## config.mk

```make
export PLATFORM = sky130hd
export DESIGN_NAME = udt_cell_sequence_tracker
export DESIGN_NICKNAME = d
export VERILOG_FILES = /design/src/rtl/seq_tracker_pkg.sv /design/src/rtl/dummy_inserter.sv /design/src/rtl/udt_cell_sequence_tracker.sv
export SDC_FILE = /design/constraint.sdc
export NUM_CORES = 1
export LEC_CHECK = 0
export ABC_AREA = 0
export BUFFER_PORTS_ARGS = -buffer_cell sky130_fd_sc_hd__clkbuf_2
export CORE_ASPECT_RATIO = 2
export CORE_MARGIN = 2
export CORE_UTILIZATION = 54
export DETAILED_ROUTE_END_ITERATION = 10
export PLACE_DENSITY = 0.84
export SLEW_MARGIN = 40
export SYNTH_ARGS = -nofsm -noshare
export SYNTH_HDL_FRONTEND = slang
export SYNTH_SLANG_ARGS = --single-unit
```

## constraint.sdc

```tcl
create_clock -name clk -period 4.6 [get_ports clk]
set_clock_uncertainty 0.15 [all_clocks]
set_input_delay 0.69 -clock clk [delete_from_list [all_inputs] [get_ports clk]]
set_output_delay 0.69 -clock clk [all_outputs]
set_load 0.03 [all_outputs]
```

## src/rtl/seq_tracker_pkg.sv

```systemverilog
// Purpose: shared constants and types for the cell sequence tracker
// Assumes: 3-bit sequence numbers, modulo 8
// Notes: states outside this block are named so next-state can point at them
package seq_tracker_pkg;
    localparam int SEQ_W = 3;
    localparam int CNT_W = 3;
    localparam int FILL_W = 8;
    localparam logic [2:0] SEQ_ONE = 3'h1;
    localparam logic [2:0] SEQ_TWO = 3'h2;
    localparam logic [2:0] SEQ_RST = 3'h0;
    localparam logic [2:0] CNT_RST = 3'h0;
    localparam logic [7:0] FILL_RST = 8'h00;
    typedef enum logic [2:0] {
        ST_START,
        ST_OUT_OF_SYNC,
        ST_SYNC,
        ST_INVALID,
        ST_GAP_PENDING,
        ST_SINGLE_GAP,
        ST_LATE_WAIT
    } seq_state_t;
endpackage

```

## src/rtl/dummy_inserter.sv

```systemverilog
// Purpose: emits a requested number of dummy cells, one per clock
// Assumes: a new request only comes while idle
// Notes: each dummy carries the programmed fill value
`timescale 1ns/1ns
module dummy_inserter #(
    parameter int CNT_W = 3,
    parameter int FILL_W = 8
)
(
    input wire logic clk,
    input wire logic resetn,
    input wire logic loadValid,
    input wire logic [CNT_W-1:0] loadCount,
    input wire logic [FILL_W-1:0] fillValue,
    output logic dummyValid,
    output logic [FILL_W-1:0] dummyData,
    output logic busy
);
    logic [CNT_W-1:0] left_r;

    always_ff @(posedge clk)
    begin
        if (!resetn)
        begin
            left_r <= '0;
            dummyValid <= 1'b0;
            dummyData <= '0;
        end
        else if (loadValid && loadCount != '0)
        begin
            left_r <= CNT_W'(loadCount - 1'b1);
            dummyValid <= 1'b1;
            dummyData <= fillValue;
        end
        else if (left_r != '0)
        begin
            left_r <= CNT_W'(left_r - 1'b1);
            dummyValid <= 1'b1;
            dummyData <= fillValue;
        end
        else
        begin
            dummyValid <= 1'b0;
        end
    end

    assign busy = (left_r != '0);
endmodule

```

## src/rtl/udt_cell_sequence_tracker.sv

```systemverilog
// Purpose: sync, invalid and gap-pending states of the sequence tracker
// Assumes: one cell event per cellValid pulse, same clock domain
// Notes: other states live outside; they hand in via stateIn
`timescale 1ns/1ns
module udt_cell_sequence_tracker
    import seq_tracker_pkg::*;
#(
    parameter int FILL_W = seq_tracker_pkg::FILL_W
)
(
    input wire logic clk,
    input wire logic resetn,
    input wire logic cellValid,
    input wire logic seqValid,
    input wire logic [seq_tracker_pkg::SEQ_W-1:0] seqNum,
    input wire seq_tracker_pkg::seq_state_t stateIn,
    input wire logic [seq_tracker_pkg::SEQ_W-1:0] lastGoodIn,
    input wire logic [seq_tracker_pkg::SEQ_W-1:0] lastRxIn,
    input wire logic lateTimeout,
    input wire logic late_arrival_check_enable,
    input wire logic [FILL_W-1:0] fillValue,
    output seq_tracker_pkg::seq_state_t stateOut,
    output logic [seq_tracker_pkg::SEQ_W-1:0] lastGoodOut,
    output logic [seq_tracker_pkg::SEQ_W-1:0] lastRxOut,
    output logic acceptCell,
    output logic discardCell,
    output logic sequence_error_event,
    output logic lostCellError,
    output logic [seq_tracker_pkg::CNT_W-1:0] lostCount,
    output logic misinsertedError,
    output logic timeoutEnable,
    output logic dummyInsert,
    output logic [FILL_W-1:0] dummyData
);
    import seq_tracker_pkg::*;

    function automatic logic [SEQ_W-1:0] seqAdd(input logic [SEQ_W-1:0] a, input logic [SEQ_W-1:0] b);
        seqAdd = SEQ_W'(a + b);
    endfunction

    ////////////////////////////////////////////////////////////////////////
    // decision logic

    seq_state_t nxtState;
    logic acc, dis, seqErr, lostErr, misErr, tEn, padLoad;
    logic [CNT_W-1:0] padCount;
    logic [SEQ_W-1:0] good_nxt, rx_nxt;
    logic busy;
    logic inSeqGood, inSeqRx, twoAbove, oneAbove;
    logic lateFire;

    assign inSeqGood = (seqNum == seqAdd(lastGoodIn, SEQ_ONE));
    assign oneAbove = (seqNum == seqAdd(lastGoodIn, SEQ_TWO));
    assign twoAbove = (seqNum == seqAdd(lastGoodIn, SEQ_TWO));
    assign inSeqRx = (seqNum == seqAdd(lastRxIn, SEQ_ONE));
    assign lateFire = (stateIn == ST_SYNC) && lateTimeout && late_arrival_check_enable;

    always_comb
    begin
        nxtState = stateIn;
        acc = 1'b0;
        dis = 1'b0;
        seqErr = 1'b0;
        lostErr = 1'b0;
        misErr = 1'b0;
        tEn = 1'b0;
        padLoad = 1'b0;
        padCount = CNT_RST;
        good_nxt = lastGoodIn;
        rx_nxt = lastRxIn;
        case (stateIn)
            ST_SYNC:
            begin
                if (lateFire)
                begin
                    padLoad = 1'b1;
                    padCount = CNT_W'(1);
                    nxtState = ST_LATE_WAIT;
                end
                else if (cellValid)
                begin
                    acc = 1'b1;
                    rx_nxt = seqNum;
                    if (!seqValid)
                    begin
                        nxtState = ST_INVALID;
                        rx_nxt = lastRxIn;
                    end
                    else if (inSeqGood)
                    begin
                        good_nxt = seqNum;
                        tEn = 1'b1;
                    end
                    else if (oneAbove)
                    begin
                        padLoad = 1'b1;
                        padCount = CNT_W'(1);
                        seqErr = 1'b1;
                        nxtState = ST_SINGLE_GAP;
                    end
                    else
                    begin
                        seqErr = 1'b1;
                        nxtState = ST_GAP_PENDING;
                    end
                end
            end
            ST_INVALID, ST_GAP_PENDING:
            begin
                if (cellValid)
                begin
                    if (!seqValid)
                    begin
                        dis = 1'b1;
                        nxtState = ST_START;
                    end
                    else if (stateIn == ST_INVALID && inSeqGood)
                    begin
                        dis = 1'b1;
                        misErr = 1'b1;
                        tEn = 1'b1;
                        nxtState = ST_SYNC;
                    end
                    else if (stateIn == ST_GAP_PENDING && inSeqRx)
                    begin
                        padLoad = 1'b1;
                        padCount = CNT_W'(seqNum - seqAdd(lastGoodIn, SEQ_ONE) - SEQ_ONE);
                        acc = 1'b1;
                        lostErr = 1'b1;
                        tEn = 1'b1;
                        good_nxt = seqNum;
                        rx_nxt = seqNum;
                        nxtState = ST_SYNC;
                    end
                    else if (twoAbove)
                    begin
                        acc = 1'b1;
                        tEn = 1'b1;
                        good_nxt = seqNum;
                        rx_nxt = seqNum;
                        nxtState = ST_SYNC;
                    end
                    else
                    begin
                        dis = 1'b1;
                        nxtState = ST_OUT_OF_SYNC;
                    end
                end
            end
            default:
            begin
                nxtState = stateIn;
            end
        endcase
    end

    ////////////////////////////////////////////////////////////////////////
    // registered outputs

    always_ff @(posedge clk)
    begin
        if (!resetn)
        begin
            stateOut <= ST_START;
            lastGoodOut <= SEQ_RST;
            lastRxOut <= SEQ_RST;
        end
        else
        begin
            stateOut <= nxtState;
            lastGoodOut <= good_nxt;
            lastRxOut <= rx_nxt;
        end
    end

    always_ff @(posedge clk)
    begin
        if (!resetn)
        begin
            acceptCell <= 1'b0;
            discardCell <= 1'b0;
            sequence_error_event <= 1'b0;
            lostCellError <= 1'b0;
            lostCount <= CNT_RST;
            misinsertedError <= 1'b0;
            timeoutEnable <= 1'b0;
        end
        else
        begin
            acceptCell <= acc;
            discardCell <= dis;
            sequence_error_event <= seqErr;
            lostCellError <= lostErr;
            lostCount <= lostErr ? padCount : CNT_RST;
            misinsertedError <= misErr;
            timeoutEnable <= tEn && nxtState == ST_SYNC;
        end
    end

    dummy_inserter #(.CNT_W(CNT_W), .FILL_W(FILL_W)) padUnit (
        .clk(clk),
        .resetn(resetn),
        .loadValid(padLoad && !busy),
        .loadCount(padCount),
        .fillValue(fillValue),
        .dummyValid(dummyInsert),
        .dummyData(dummyData),
        .busy(busy)
    );

    ////////////////////////////////////////////////////////////////////////
    // checks

    late_pad_a: assert property (@(posedge clk) disable iff (!resetn)
        lateFire |=> dummyInsert && stateOut == ST_LATE_WAIT ##1 !dummyInsert)
        else $error("late timeout did not give one dummy");
    inv_acc_a: assert property (@(posedge clk) disable iff (!resetn)
        (stateIn == ST_SYNC && cellValid && !seqValid && !lateFire) |=> acceptCell && stateOut == ST_INVALID)
        else $error("invalid cell in sync not accepted");
    sync_stay_a: assert property (@(posedge clk) disable iff (!resetn)
        (stateIn == ST_SYNC && !lateFire && cellValid && seqValid && inSeqGood)
        |=> acceptCell && timeoutEnable && stateOut == ST_SYNC)
        else $error("in-sequence cell mishandled");
    single_gap_a: assert property (@(posedge clk) disable iff (!resetn)
        (stateIn == ST_SYNC && !lateFire && cellValid && seqValid && oneAbove)
        |=> dummyInsert && sequence_error_event && stateOut == ST_SINGLE_GAP)
        else $error("single loss not padded");
    gap_enter_a: assert property (@(posedge clk) disable iff (!resetn)
        (stateIn == ST_SYNC && !lateFire && cellValid && seqValid && !inSeqGood && !oneAbove)
        |=> !dummyInsert && sequence_error_event && stateOut == ST_GAP_PENDING)
        else $error("out of order cell mishandled");
    misins_a: assert property (@(posedge clk) disable iff (!resetn)
        (stateIn == ST_INVALID && cellValid && seqValid && inSeqGood)
        |=> discardCell && misinsertedError && stateOut == ST_SYNC)
        else $error("misinsertion mishandled");
    prot_recover_a: assert property (@(posedge clk) disable iff (!resetn)
        ((stateIn == ST_INVALID || stateIn == ST_GAP_PENDING) && cellValid && seqValid && twoAbove
        && !(stateIn == ST_GAP_PENDING && inSeqRx))
        |=> acceptCell && timeoutEnable && stateOut == ST_SYNC && lastGoodOut == $past(seqNum))
        else $error("protection failure recovery mishandled");
    discard_start_a: assert property (@(posedge clk) disable iff (!resetn)
        ((stateIn == ST_INVALID || stateIn == ST_GAP_PENDING) && cellValid && !seqValid)
        |=> discardCell && !acceptCell && stateOut == ST_START)
        else $error("invalid number not discarded");
    arm_cause_a: assert property (@(posedge clk) disable iff (!resetn)
        timeoutEnable |-> acceptCell || discardCell)
        else $error("timeout armed without a cell");
    multi_loss_a: assert property (@(posedge clk) disable iff (!resetn)
        lostCellError |-> dummyInsert == (lostCount != CNT_RST) && timeoutEnable)
        else $error("lost cell padding mismatch");
    arm_sync_a: assert property (@(posedge clk) disable iff (!resetn)
        timeoutEnable |-> stateOut == ST_SYNC)
        else $error("timeout armed outside sync");
    late_gate_a: assert property (@(posedge clk) disable iff (!resetn)
        (stateIn == ST_SYNC && !late_arrival_check_enable && !cellValid) |=> stateOut == ST_SYNC)
        else $error("late transition without enable");
endmodule

```

# Word-level counts from Yosys, hierarchy flattened
# Index checks and enable logic that the tools add are counted.
# op_classes
n_bitwise,4
addsub,7
eq_ne,7
n_reduce_logical,16
muxes,78
# op_table
op,n
3-bit 2-to-1 mux,28
1-bit 2-to-1 mux,37
3-bit case mux with 2 select lines,4
8-bit 2-to-1 mux,2
"3-bit by 2-bit equality test with 1-bit output, second input constant",3
3-bit equality test,3
"3-bit by 1-bit subtractor with 3-bit output, second input constant",3
2-bit 2-to-1 mux,4
1-bit logical AND,7
"3-bit by 1-bit adder with 3-bit output, second input constant",2
1-bit case mux with 2 select lines,3
3-bit nonzero test,2
5-bit OR reduction,1
1-bit NOT,4
4-bit AND reduction,1
"3-bit by 2-bit adder with 3-bit output, second input constant",1
"3-bit equality test, second input constant",1
3-bit AND reduction,1
3-bit subtractor,1
2-bit AND reduction,1
2-bit nonzero test,1
2-bit OR reduction,1
1-bit logical NOT,1
# totals
ff_bits,30

# Depth between registers and ports, before layout
# Gate-level depths: netlist of the first run.
# depth
ltp_word,11
mapped_depth,9
ltp_nobuf,9

# Cells and area by module
# Synthesis of the first run repeated with hierarchy kept, for this count alone.
# unflattened
hier_cells,186
area_unflattened_um2,1689.1
# by_module_without_submodules
mod,instances,cells_per_inst,seq_area_each_um2,area_per_inst_um2
udt_cell_sequence_tracker,1,131,360.3,1148.6
dummy_inserter,1,55,240.2,540.5

# Worst setup path after synthesis of the first run
# No wires, ideal clock.
# synth_path
kind,input to register
start,input lastGoodIn[0] (netlist bit)
end,register padUnit.dummyData[0]
setup_slack_ps,1699
required_time_ps,4378
n_path_buf,1
cell_stages,9
arrival_ps,2679
path_cell_list,ha_1 > inv_1 > fa_1 > xnor2_1 > xnor2_1 > or3_4 > a211oi_4 > buf_8 > mux2i_1
# synth_between
elab_chain_len,11
word_cells_on_any_way,31
cone_classes,add/sub (4); eq/ne (2); mux (20); reduce/logical (5)
# synth_lines
item,line,rtl
start: declaration,udt_cell_sequence_tracker.sv:17,"input wire logic [seq_tracker_pkg::SEQ_W-1:0] lastGoodIn,"
3-bit by 1-bit adder with 3-bit output / 3-bit by 2-bit adder with 3-bit output (equally long branches),udt_cell_sequence_tracker.sv:38,seqAdd = SEQ_W'(a + b);
3-bit subtractor / 3-bit equality test (equally long branches),"udt_cell_sequence_tracker.sv:127, udt_cell_sequence_tracker.sv:53",
3-bit by 1-bit subtractor with 3-bit output / 1-bit 2-to-1 mux (equally long branches),"udt_cell_sequence_tracker.sv:127, udt_cell_sequence_tracker.sv:94",
3-bit 2-to-1 mux / 1-bit 2-to-1 mux (equally long branches),"udt_cell_sequence_tracker.sv:124, udt_cell_sequence_tracker.sv:89",
3-bit 2-to-1 mux / 1-bit 2-to-1 mux (equally long branches),"udt_cell_sequence_tracker.sv:117, udt_cell_sequence_tracker.sv:84",
3-bit 2-to-1 mux / 1-bit 2-to-1 mux (equally long branches),"udt_cell_sequence_tracker.sv:112, udt_cell_sequence_tracker.sv:80",
3-bit 2-to-1 mux / 1-bit 2-to-1 mux (equally long branches),"udt_cell_sequence_tracker.sv:110, udt_cell_sequence_tracker.sv:74",
3-bit case mux with 2 select lines / 1-bit case mux with 2 select lines (equally long branches),udt_cell_sequence_tracker.sv:71,case (stateIn)
3-bit nonzero test / 1-bit logical AND (equally long branches),"dummy_inserter.sv:29, udt_cell_sequence_tracker.sv:203",
1-bit logical AND (*),dummy_inserter.sv:29,else if (loadValid && loadCount != '0)
8-bit 2-to-1 mux / 2-bit nonzero test (equally long branches),n/a,
end signal: assignment,dummy_inserter.sv:33,dummyData <= fillValue;
end signal: assignment,dummy_inserter.sv:39,dummyData <= fillValue;
end: declaration,dummy_inserter.sv:16,"output logic [FILL_W-1:0] dummyData,"
# Mark *: on every way between the ends. The rest lies on a longest branch, timed or not.
# A chain may end at the register's enable or synchronous reset.

# Worst setup path in the final report of the first run
# layout_path
start,input lastGoodIn[1] (netlist bit)
end,register padUnit.dummyData[5]
# Same word-level chain as after synthesis.

==> metrics.yaml, run 1 <==
num_vias: 1542
cp_num_buf_inv: 2
fin_crit_sh_pct: 66.55
worstMarginPinSlew_ps: 706.8
n_fill_cell: 255
syn_avg_cell_area_um2: 9.071
max_cap_viol_count: 0
cts_setup_buffers: 0
synth_edf_count: 0
post-route-util_pct: 67.47
critical_path.startpoint: "lastGoodIn[1]"
grt_usage_pct: 23.44
arrival_ps: 3120
layout.nets: 264
grt_overflow: 0
synth_ff_type: "dfxtp_1"
areaGrowthSynthToFinish_pct: 20.15
portBuffers: 52
regArea_um2: 600.6
hold_path_class: "register to register"
design_area_mm2: 0.001962
syn_inst: 180
gp_congestion: 0.9263
slew_headroom_pct: 52.73
worst-path-stages: 9
yosys_warnings: 0
core_area_mm2: 0.002908
drtIter0Drc: 48
cts-root-buf: "clkbuf_8"
worst_path_most_repeated_cell: "xnor2_1"
min_from: "padUnit.dummyData[7]"
dieArea_mm2: 0.003506
cp_max_fo: 12
max-vdd-ir-drop_uv: 278.6
reg2reg_from: "padUnit.left_r[0]"
async_flop_share_pct: 0
setup_violations: 0
start_util_pct: 56.15
drt_pre_antenna_iters: 4
p_leak_nw: 0.9304
cts_sinks: 30
status: "finished clean"
ctsLongestPathBuffers: 2
critPathLaunchType: "primary input"
p_per_area_mw_per_mm2: 460.9
worstHoldPathCells: 2
dpl_cell_area_mm2: 0.001879
path_cells: "clkbuf_2 > ha_1 > inv_1 > fa_1 > xnor2_1 > xnor2_1 > or3_4 > a211oi_4 > mux2i_1"
htree_levels: 2
period_needed_ps: 3061
drive_gt1_share_pct: 30.74
cts_buffers: 5
ys_seq_area_share_pct: 36.78
required_ps: 4660
synth.distinct_cells: 54
setup_tns_ps: 0
crit_type: "primary input to register"
wl_per_cell_um: 14.43
slowest_delay_ps: 650
r2r_cells: 6
finalHoldViolCount: 0
max_freq_ghz: 0.3267
grt_max_degree: 33
ios: 53
post_cts_resize_count: 0
grt_pass1_wl_um: 6244
ys_ff_latch: 30
synth_nets: 212
place_hpwl_um: 2850
crit_slowest_cell: "a211oi_4"
cp_top_family: "adder cells"
multiInputGateArea_um2: 969.7
clk_pin_slew_worst_paths_ps: 60
cts.hold.buffers_added: 0
tritoncts: "yes"
drcViolationCount: 0
drt-total-wl_um: 3767
die_w_um: 42.88
viasPerCell: 5.908
crit_path_end_kind: "register"
grt_pass1_vias: 1547
finalPower_uw: 904.2
die_h_um: 81.77
ant_nets: 0
antenna_found_initial: 0
antenna_cells: 0
rows: 28
clk-insertion-delay-late_ps: 280
netlist_area_mm2: 0.001633
report.final.slew_viol_count: 0
rsz0062_at_grt: "false"
## worst min-delay path, cell delays in order (launching register included)
cell and delay [ps]:
dfxtp_1 310, nand2_1 50, mux2i_1 60
## registers in the layout (all words and copies together) (netlist names), 3 cells and up
name	flops
lostCount	3
stateOut	3
padUnit.dummyData	8
lastGoodOut	3
padUnit.left_r	3
lastRxOut	3
## logic make-up after synthesis
kind of cell	Yosys count	synth area share, %
flops	30	36.78
buf+inv	10	3.831
simple gates	76	23.45
xor+xnor	8	6.744
compound gates	38	16.48
mux	12	7.663
fa+ha+maj	6	5.058
## layout by cell type (no fill, tap or decap), types with 3 or more instances in the layout
cell | Yosys | layout
nor3_1 | 4 | 4
ha_1 | 5 | 5
nand2_1 | 35 | 35
dfxtp_1 | 30 | 30
clkbuf_8 | 0 | 6
a21oi_1 | 12 | 12
clkbuf_2 | 0 | 52
nor2_1 | 8 | 8
nand3_1 | 6 | 6
xnor2_1 | 3 | 3
mux2i_1 | 10 | 10
o21a_1 | 3 | 3
o21ai_0 | 5 | 5
and3_1 | 4 | 4
nor3b_1 | 4 | 4
## Yosys cell counts, types with 3 or more instances
cell / count / area [um2]
nand2_1: 35 / 131.4
dfxtp_1: 30 / 600.6
a21oi_1: 12 / 60.06
mux2i_1: 10 / 100.1
nor2_1: 8 / 30.03
nand3_1: 6 / 30.03
ha_1: 5 / 62.56
o21ai_0: 5 / 25.02
and3_1: 4 / 25.02
nor3_1: 4 / 20.02
nor3b_1: 4 / 30.03
clkbuf_1: 3 / 11.26
o21a_1: 3 / 22.52
xnor2_1: 3 / 26.28
## worst paths after layout
kind                           to  slack (ps)
max reg2reg     padUnit.left_r[2]        2450
max          padUnit.dummyData[5]        1540
min reg2reg  padUnit.dummyData[7]         320
min          padUnit.dummyData[7]         320
## report_power, final
part           switching, mW  internal, mW
Clock                 0.0876         0.115
Sequential            0.0249         0.311
Combinational          0.223         0.143
## metal layers
layer,routed length [um],vias up,global-route usage (%)
li1,-,746,-
met1,1449,733,23.65
met2,2050,49,40.76
met3,131,14,5.055
met4,136,0,17.81
met5,0,-,0
## cell type report
class | instances | share of cell area, %
Sequential cell | 30 | 30.61
Clock buffer | 6 | 4.209
Inverter | 3 | 0.5740
Multi-Input combinational cell | 140 | 49.43
Timing Repair Buffer | 52 | 13.27
Tap cell | 30 | 1.913
## through the flow
step / std cells / hold WS (ps) / setup WS (ps)
floorplan: 180 / 274.1 / 1699
global placement: 255 / 297.0 / 1299
detailed placement: 255 / 301.9 / 1270
CTS: 261 / 318.6 / 1549
global route: 261 / 339.2 / 1337
finish: 261 / 316.3 / 1539
Note: power is estimated with default switching activity, not from simulation.
==> run 2, diff against run 1 <==
--- a/config.mk
+++ b/config.mk
@@ -5,13 +5,13 @@
 export SDC_FILE = /design/constraint.sdc
 export NUM_CORES = 1
 export LEC_CHECK = 0
-export ABC_AREA = 0
+export ABC_AREA = 1
 export BUFFER_PORTS_ARGS = -buffer_cell sky130_fd_sc_hd__clkbuf_2
 export CORE_ASPECT_RATIO = 2
 export CORE_MARGIN = 2
-export CORE_UTILIZATION = 54
+export CORE_UTILIZATION = 52
 export DETAILED_ROUTE_END_ITERATION = 10
-export PLACE_DENSITY = 0.84
+export PLACE_DENSITY = 0.79
 export SLEW_MARGIN = 40
 export SYNTH_ARGS = -nofsm -noshare
 export SYNTH_HDL_FRONTEND = slang
==> constraint.sdc (replaced) <==
create_clock -name clk -period 3.1 [get_ports clk]
set_clock_uncertainty 0.15 [all_clocks]
set_input_delay 0.465 -clock clk [delete_from_list [all_inputs] [get_ports clk]]
set_output_delay 0.465 -clock clk [all_outputs]
set_load 0.03 [all_outputs]
==> run 2 against run 1 <==
Register-to-register slack got worse by 1300 ps. Design area rose by 18%. Sequential power rose by 49%. Synthesized cell count is 56% higher. Synthesized area increased by 20%. Critical path depth increased by 5. Largest power group unchanged. Highest routed layer unchanged.
==> metrics.yaml, run 2 <==
regToRegSetupSlack_ps: 1120
r2r-end: "padUnit.left_r[2]"
r2r_cells: 11
ios: 53
start_util_pct: 54.18
drcViolationCount: 0
use_met2_pct: 43.47
whs_endpoint: "padUnit.dummyData[0]"
core_area_mm2: 0.003607
synth.top_cell.area_share_pct: 30.73
synth_common_cells: "64 x nand2_1, 37 x inv_1, 30 x dfxtp_1"
min_from: "fillValue[0]"
p_leak_nw: 1.243
dieArea_mm2: 0.004295
netlist_area_mm2: 0.001954
swShare_pct: 40.90
rows: 31
arrival_ps: 2290
antenna_cells: 0
num_vias: 1917
max_freq_ghz: 0.4404
cts_setup_buffers: 0
grt_pass1_wl_um: 7431
grt_usage_pct: 23.97
cp_max_fo: 17
drt-total-wl_um: 4643
p_seq_share_pct: 34.1
drtIter0Drc: 28
cts-root-buf: "clkbuf_8"
synth_edf_count: 0
worstMarginPinSlew_ps: 558.6
die_h_um: 90.70
hold_path_class: "primary input to register"
p_clk_share_pct: 20.6
slew_headroom_pct: 62.41
setup_violations: 0
synth.distinct_cells: 44
cts_sinks: 30
grt_max_degree: 19
gp_congestion: 0.9031
rsz0062_at_grt: "false"
period_needed_ps: 2271
status: "finished clean"
yosys_warnings: 0
ctsLongestPathBuffers: 2
clk_pin_slew_worst_paths_ps: 60
finalHoldViolCount: 0
grt_pass1_vias: 1738
post_cts_resize_count: 0
areaGrowthSynthToFinish_pct: 18.89
drive_gt1_share_pct: 32.63
report.final.slew_viol_count: 0
wl_per_cell_um: 12.12
die_w_um: 47.35
async_flop_share_pct: 0
yosysMostFrequentCell: "nand2_1"
htree_levels: 2
crit_path_end_kind: "register"
cts.hold.buffers_added: 0
crit_type: "primary input to register"
max-vdd-ir-drop_uv: 347.4
ys_seq_area_share_pct: 30.73
fin_crit_sh_pct: 73.25
synth_nets: 312
syn_inst: 280
largest_register: "padUnit.dummyData"
reg2reg_from: "padUnit.left_r[0]"
critPathLaunchType: "primary input"
worstHoldPathCells: 3
p_per_area_mw_per_mm2: 630.8
p_int_uw: 866.3
antenna_found_initial: 0
portBuffers: 52
yosys.area.top_type: "dfxtp_1"
grt_use_met1_pct: 22.46
use_met3_pct: 3.200
grt_overflow: 0
cts_buffers: 5
setup_tns_ps: 0
post-route-util_pct: 64.41
tritoncts: "yes"
comb_power_share_pct: 45.3
final_cell_mix: "64 x nand2_1, 52 x clkbuf_2, 37 x inv_1"
ys_ff_latch: 30
required_ps: 3120
drt_pre_antenna_iters: 4
synth_ff_type: "dfxtp_1"
final_common_cell: "nand2_1"
ant_nets: 0
viasPerCell: 5.005
layout.nets: 367
syn_avg_cell_area_um2: 6.980
max_cap_viol_count: 0
clk-insertion-delay-late_ps: 280
grt_busiest_layer: "met2"
place_hpwl_um: 3804
yosys-top-cells-area: "dfxtp_1 31%, nand2_1 12%, inv_1 7.1%"
largest_reg_flops: 8
power.switching_uw: 599.5
[run 2: cell count changes after synthesis, moves of 9 or more]
cell / delta
inv_1: +35
inv_2: +9
mux2i_1: -10
nand2_1: +29
nand3_1: +9
nor2_1: +21
[run 2: worst max path at each step]
stage / cells after the start / from / end
after floorplan: 12 / lastGoodIn[0] / padUnit.left_r[2]
after global placement: 14 / lastGoodIn[1] / padUnit.left_r[2]
after detailed placement: 14 / lastGoodIn[1] / padUnit.left_r[2]
after CTS: 14 / lastGoodIn[1] / padUnit.left_r[2]
after global routing: 14 / lastGoodIn[1] / padUnit.left_r[1]
final: 14 / lastGoodIn[1] / padUnit.left_r[2]
[run 2: power by group through the flow]
stage               Clock (mW)  Sequential [mW]  Combinational, mW
floorplan                    0            0.625              0.387
global placement             0            0.505              0.650
detailed placement           0            0.509              0.667
CTS                      0.311            0.501              0.671
global route             0.326            0.509              0.737
finish                   0.302            0.499              0.664
[run 2: cell families (layout without fill, tap and decap cells)]
group	count (synthesis)	in the layout	share of synthesized area, %
AND/OR/NAND/NOR	143	143	37.00
AO/OA/AOI/OAI	44	44	14.98
flip-flops	30	30	30.73
XOR/XNOR	2	2	0.8965
buffers and inverters	55	109	12.16
adder cells (fa/ha/maj)	6	6	4.225
[run 2: worst max-delay path: stages]
cell and delay (ps):
clkbuf_2 130, ha_1 280, inv_1 60, fa_1 420
inv_1 70, nand3_1 80, nand3_1 90, nor2_1 40
nor2_1 120, nand2_2 80, nand2_4 190, nand2_1 80
nand2_1 120, nor2_1 60
[run 2: routing by layer]
layer  wire length, um  vias up
li1                  -      993
met4               200        0
met3               171       16
met2              2681       64
met1              1590      844
met5                 0        -
[run 2: cell type report]
cell class | instances | area (um2)
fill | 368 | 1284
multi-input combinational | 195 | 1116
sequential | 30 | 600.6
timing repair buffer | 53 | 267.8
inverter | 50 | 195.2
clock buffer | 6 | 82.58
tap | 49 | 61.31
[run 2: through the flow]
stage               area [um2]  setup WS [ps]  hold slack, ps  instances  power (mW)
finish                    2323          829.1           268.4        383       1.466
detailed placement        2241          544.7           389.3        377       1.176
global route              2323          675.4           282.0        383       1.572
floorplan                 1954          807.7           359.1        280       1.013
CTS                       2323          832.7           265.0        383       1.482
global placement          2241          564.0           374.8        377       1.154
==> run 3, diff against run 2 <==
--- a/config.mk
+++ b/config.mk
@@ -5,13 +5,13 @@
 export SDC_FILE = /design/constraint.sdc
 export NUM_CORES = 1
 export LEC_CHECK = 0
-export ABC_AREA = 1
+export ABC_AREA = 0
 export BUFFER_PORTS_ARGS = -buffer_cell sky130_fd_sc_hd__clkbuf_2
 export CORE_ASPECT_RATIO = 2
 export CORE_MARGIN = 2
-export CORE_UTILIZATION = 52
+export CORE_UTILIZATION = 45
 export DETAILED_ROUTE_END_ITERATION = 10
-export PLACE_DENSITY = 0.79
+export PLACE_DENSITY = 0.75
 export SLEW_MARGIN = 40
 export SYNTH_ARGS = -nofsm -noshare
 export SYNTH_HDL_FRONTEND = slang
==> constraint.sdc (replaced) <==
create_clock -name clk -period 1.8 [get_ports clk]
set_clock_uncertainty 0.15 [all_clocks]
set_input_delay 0.27 -clock clk [delete_from_list [all_inputs] [get_ports clk]]
set_output_delay 0.27 -clock clk [all_outputs]
set_load 0.03 [all_outputs]
==> run 3 against run 2 <==
The flow now finishes with violations (negative setup slack). Critical endpoint is now padUnit.dummyData[3]. Worst hold slack worse by 200 ps. Power is 86% higher. Die area is 3.2% lower. Sequential share of layout area is 2.0 points lower. Clock-buffer cell count stayed put. Routed wire length is 2.3% higher. First-iteration DRC count grew to 2.6 times the previous value. Highest routed layer unchanged. Cell count is 14% lower. Critical path depth is 4 lower.
==> metrics.yaml, run 3 (synthesized netlist as in run 1, its figures left out) <==
antenna_found_initial: 0
max_freq_ghz: 0.4317
p_clk_share_pct: 20.7
antenna_cells: 0
grt_max_degree: 17
slowest_delay_ps: 370
grt_overflow: 0
reg2reg_from: "padUnit.left_r[0]"
p_int_mw: 1.729
dpl_cell_area_mm2: 0.002270
rsz0062_at_grt: "true"
rows: 31
final_common_cell: "clkbuf_2"
regToRegSetupSlack_ps: -160
die_w_um: 46.60
clk-insertion-delay-late_ps: 280
ios: 53
crit_slowest_cell: "fa_2"
finalWorstSetupSlack_ps: -516.2
largest_reg_flops: 8
path_cells: "buf_8 > ha_4 > inv_4 > fa_2 > xnor2_2 > xnor2_1 > or3_4 > a211oi_4 > buf_12 > mux2i_1"
ctsLongestPathBuffers: 2
drtIter0Drc: 73
violations: "negative setup slack"
gp_congestion: 0.9091
whs_endpoint: "padUnit.dummyData[1]"
comb_power_share_pct: 48.1
grt_pass1_wl_um: 7638
worstMarginPinSlew_ps: 535.6
worstHoldPathCells: 3
clk_pin_slew_worst_paths_ps: 60
dieArea_mm2: 0.004156
largest_register: "padUnit.dummyData"
num_vias: 1757
slew_headroom_pct: 64.30
start_util_pct: 46.26
setup_violations: 20
grt_pass1_vias: 1738
swShare_pct: 36.52
min_from: "fillValue[1]"
hold_path_class: "primary input to register"
cts_sinks: 30
design_area_mm2: 0.002522
p_per_area_mw_per_mm2: 1080
place_hpwl_um: 3613
r2r-end: "padUnit.left_r[2]"
finalHoldViolCount: 0
fin_crit_sh_pct: 128.7
viasPerCell: 5.357
ant_nets: 0
p_seq_share_pct: 31.1
post-route-util_pct: 71.46
max_cap_viol_count: 0
grt_usage_pct: 24.94
final_cell_mix: "50 x clkbuf_2, 40 x buf_4, 33 x nand2_1"
r2r_cells: 6
drcViolationCount: 0
drt-total-wl_um: 4751
critPathLaunchType: "primary input"
core_area_mm2: 0.003530
pre_cts_ws_ps: -793.4
p_leak_nw: 1.207
htree_levels: 2
layout.nets: 310
areaGrowthSynthToFinish_pct: 54.48
max-vdd-ir-drop_uv: 662.9
portBuffers: 52
arrival_ps: 2370
tritoncts: "yes"
status: "complete, but fails checks"
wl_per_cell_um: 14.48
power.switching_uw: 994.6
cts_buffers: 5
dp_cells: 315
crit_path_end_kind: "register"
drt_pre_antenna_iters: 4
drive_gt1_share_pct: 48.75
cp_max_fo: 12
cts-root-buf: "clkbuf_8"
required_ps: 1850
final_cells: 328
report.final.slew_viol_count: 0
crit_type: "primary input to register"
die_h_um: 89.19
period_needed_ps: 2316
## run 3: cell types whose count changed in the layout (fill, tap and decap cells not counted), sizes merged, moves of 3 or more
cell	delta
and3	+5
xnor2	+3
nand3	-15
nor2	-30
mux2i	+11
a21oi	-7
buf	+47
inv	-47
nand2	-40
o21ai	-7
nor3b	+4
## run 3: layer usage
metal	vias up	wire (um)	global-route usage [%]
li1	841	-	-
met1	813	1801	28.48
met2	82	2519	44.32
met3	21	251	3.030
met4	0	178	10.39
met5	-	0	0
## run 3: worst max path at each step
stage                  start                    to  slack [ps]  cells after the start
3_3_place_gp   lastGoodIn[0]  padUnit.dummyData[1]        -680                     10
4_1_cts        lastGoodIn[0]  padUnit.dummyData[3]        -480                     10
3_5_place_dp   lastGoodIn[0]  padUnit.dummyData[3]        -790                     10
5_1_grt        lastGoodIn[0]  padUnit.dummyData[5]        -600                     10
6_report       lastGoodIn[0]  padUnit.dummyData[3]        -520                     10
2_1_floorplan  lastGoodIn[1]  padUnit.dummyData[0]        -580                      9
## run 3: power by group through the flow
stage                     Clock [mW]  Sequential, mW  Combinational, mW
after floorplan                    0            1.05              0.621
after global placement             0           0.859               1.21
after detailed placement           0           0.863               1.24
after CTS                      0.571           0.849               1.28
after global routing           0.600           0.864               1.41
final                          0.564           0.848               1.31
## run 3: final cells by class
type	count	area [um2]
Clock buffer	6	82.58
Fill cell	272	1007
Timing Repair Buffer	98	656.9
Tap cell	49	61.31
Clock inverter	2	12.51
Multi-Input combinational cell	140	1095
Inverter	3	13.76
Sequential cell	30	600.6
## run 3: worst max-delay path: cells and delay by family
kind | cells | cell delay [ps]
adder cells (fa/ha/maj) | 2 | 630
XOR/XNOR | 2 | 320
AND/OR/NAND/NOR | 1 | 360
buffers and inverters | 3 | 320
multiplexers | 1 | 200
AO/OA/AOI/OAI | 1 | 260
## run 3: through the flow
stage,TNS [ps],total power [mW],hold slack [ps]
after floorplan,-6577,1.670,207.8
after global placement,-11130,2.071,293.4
after detailed placement,-12580,2.104,312.5
after CTS,-5374,2.705,65.69
after global routing,-7380,2.876,69.81
final,-6035,2.723,65.32
## run 3: repair_timing
action / 4_1_cts / 5_1_grt
hold buffers: 0 / 0
setup endpoints to repair: 18 / 22
buffers inserted: 4 / 1
pin swaps: 7 / 7
resized for setup: 13 / 11
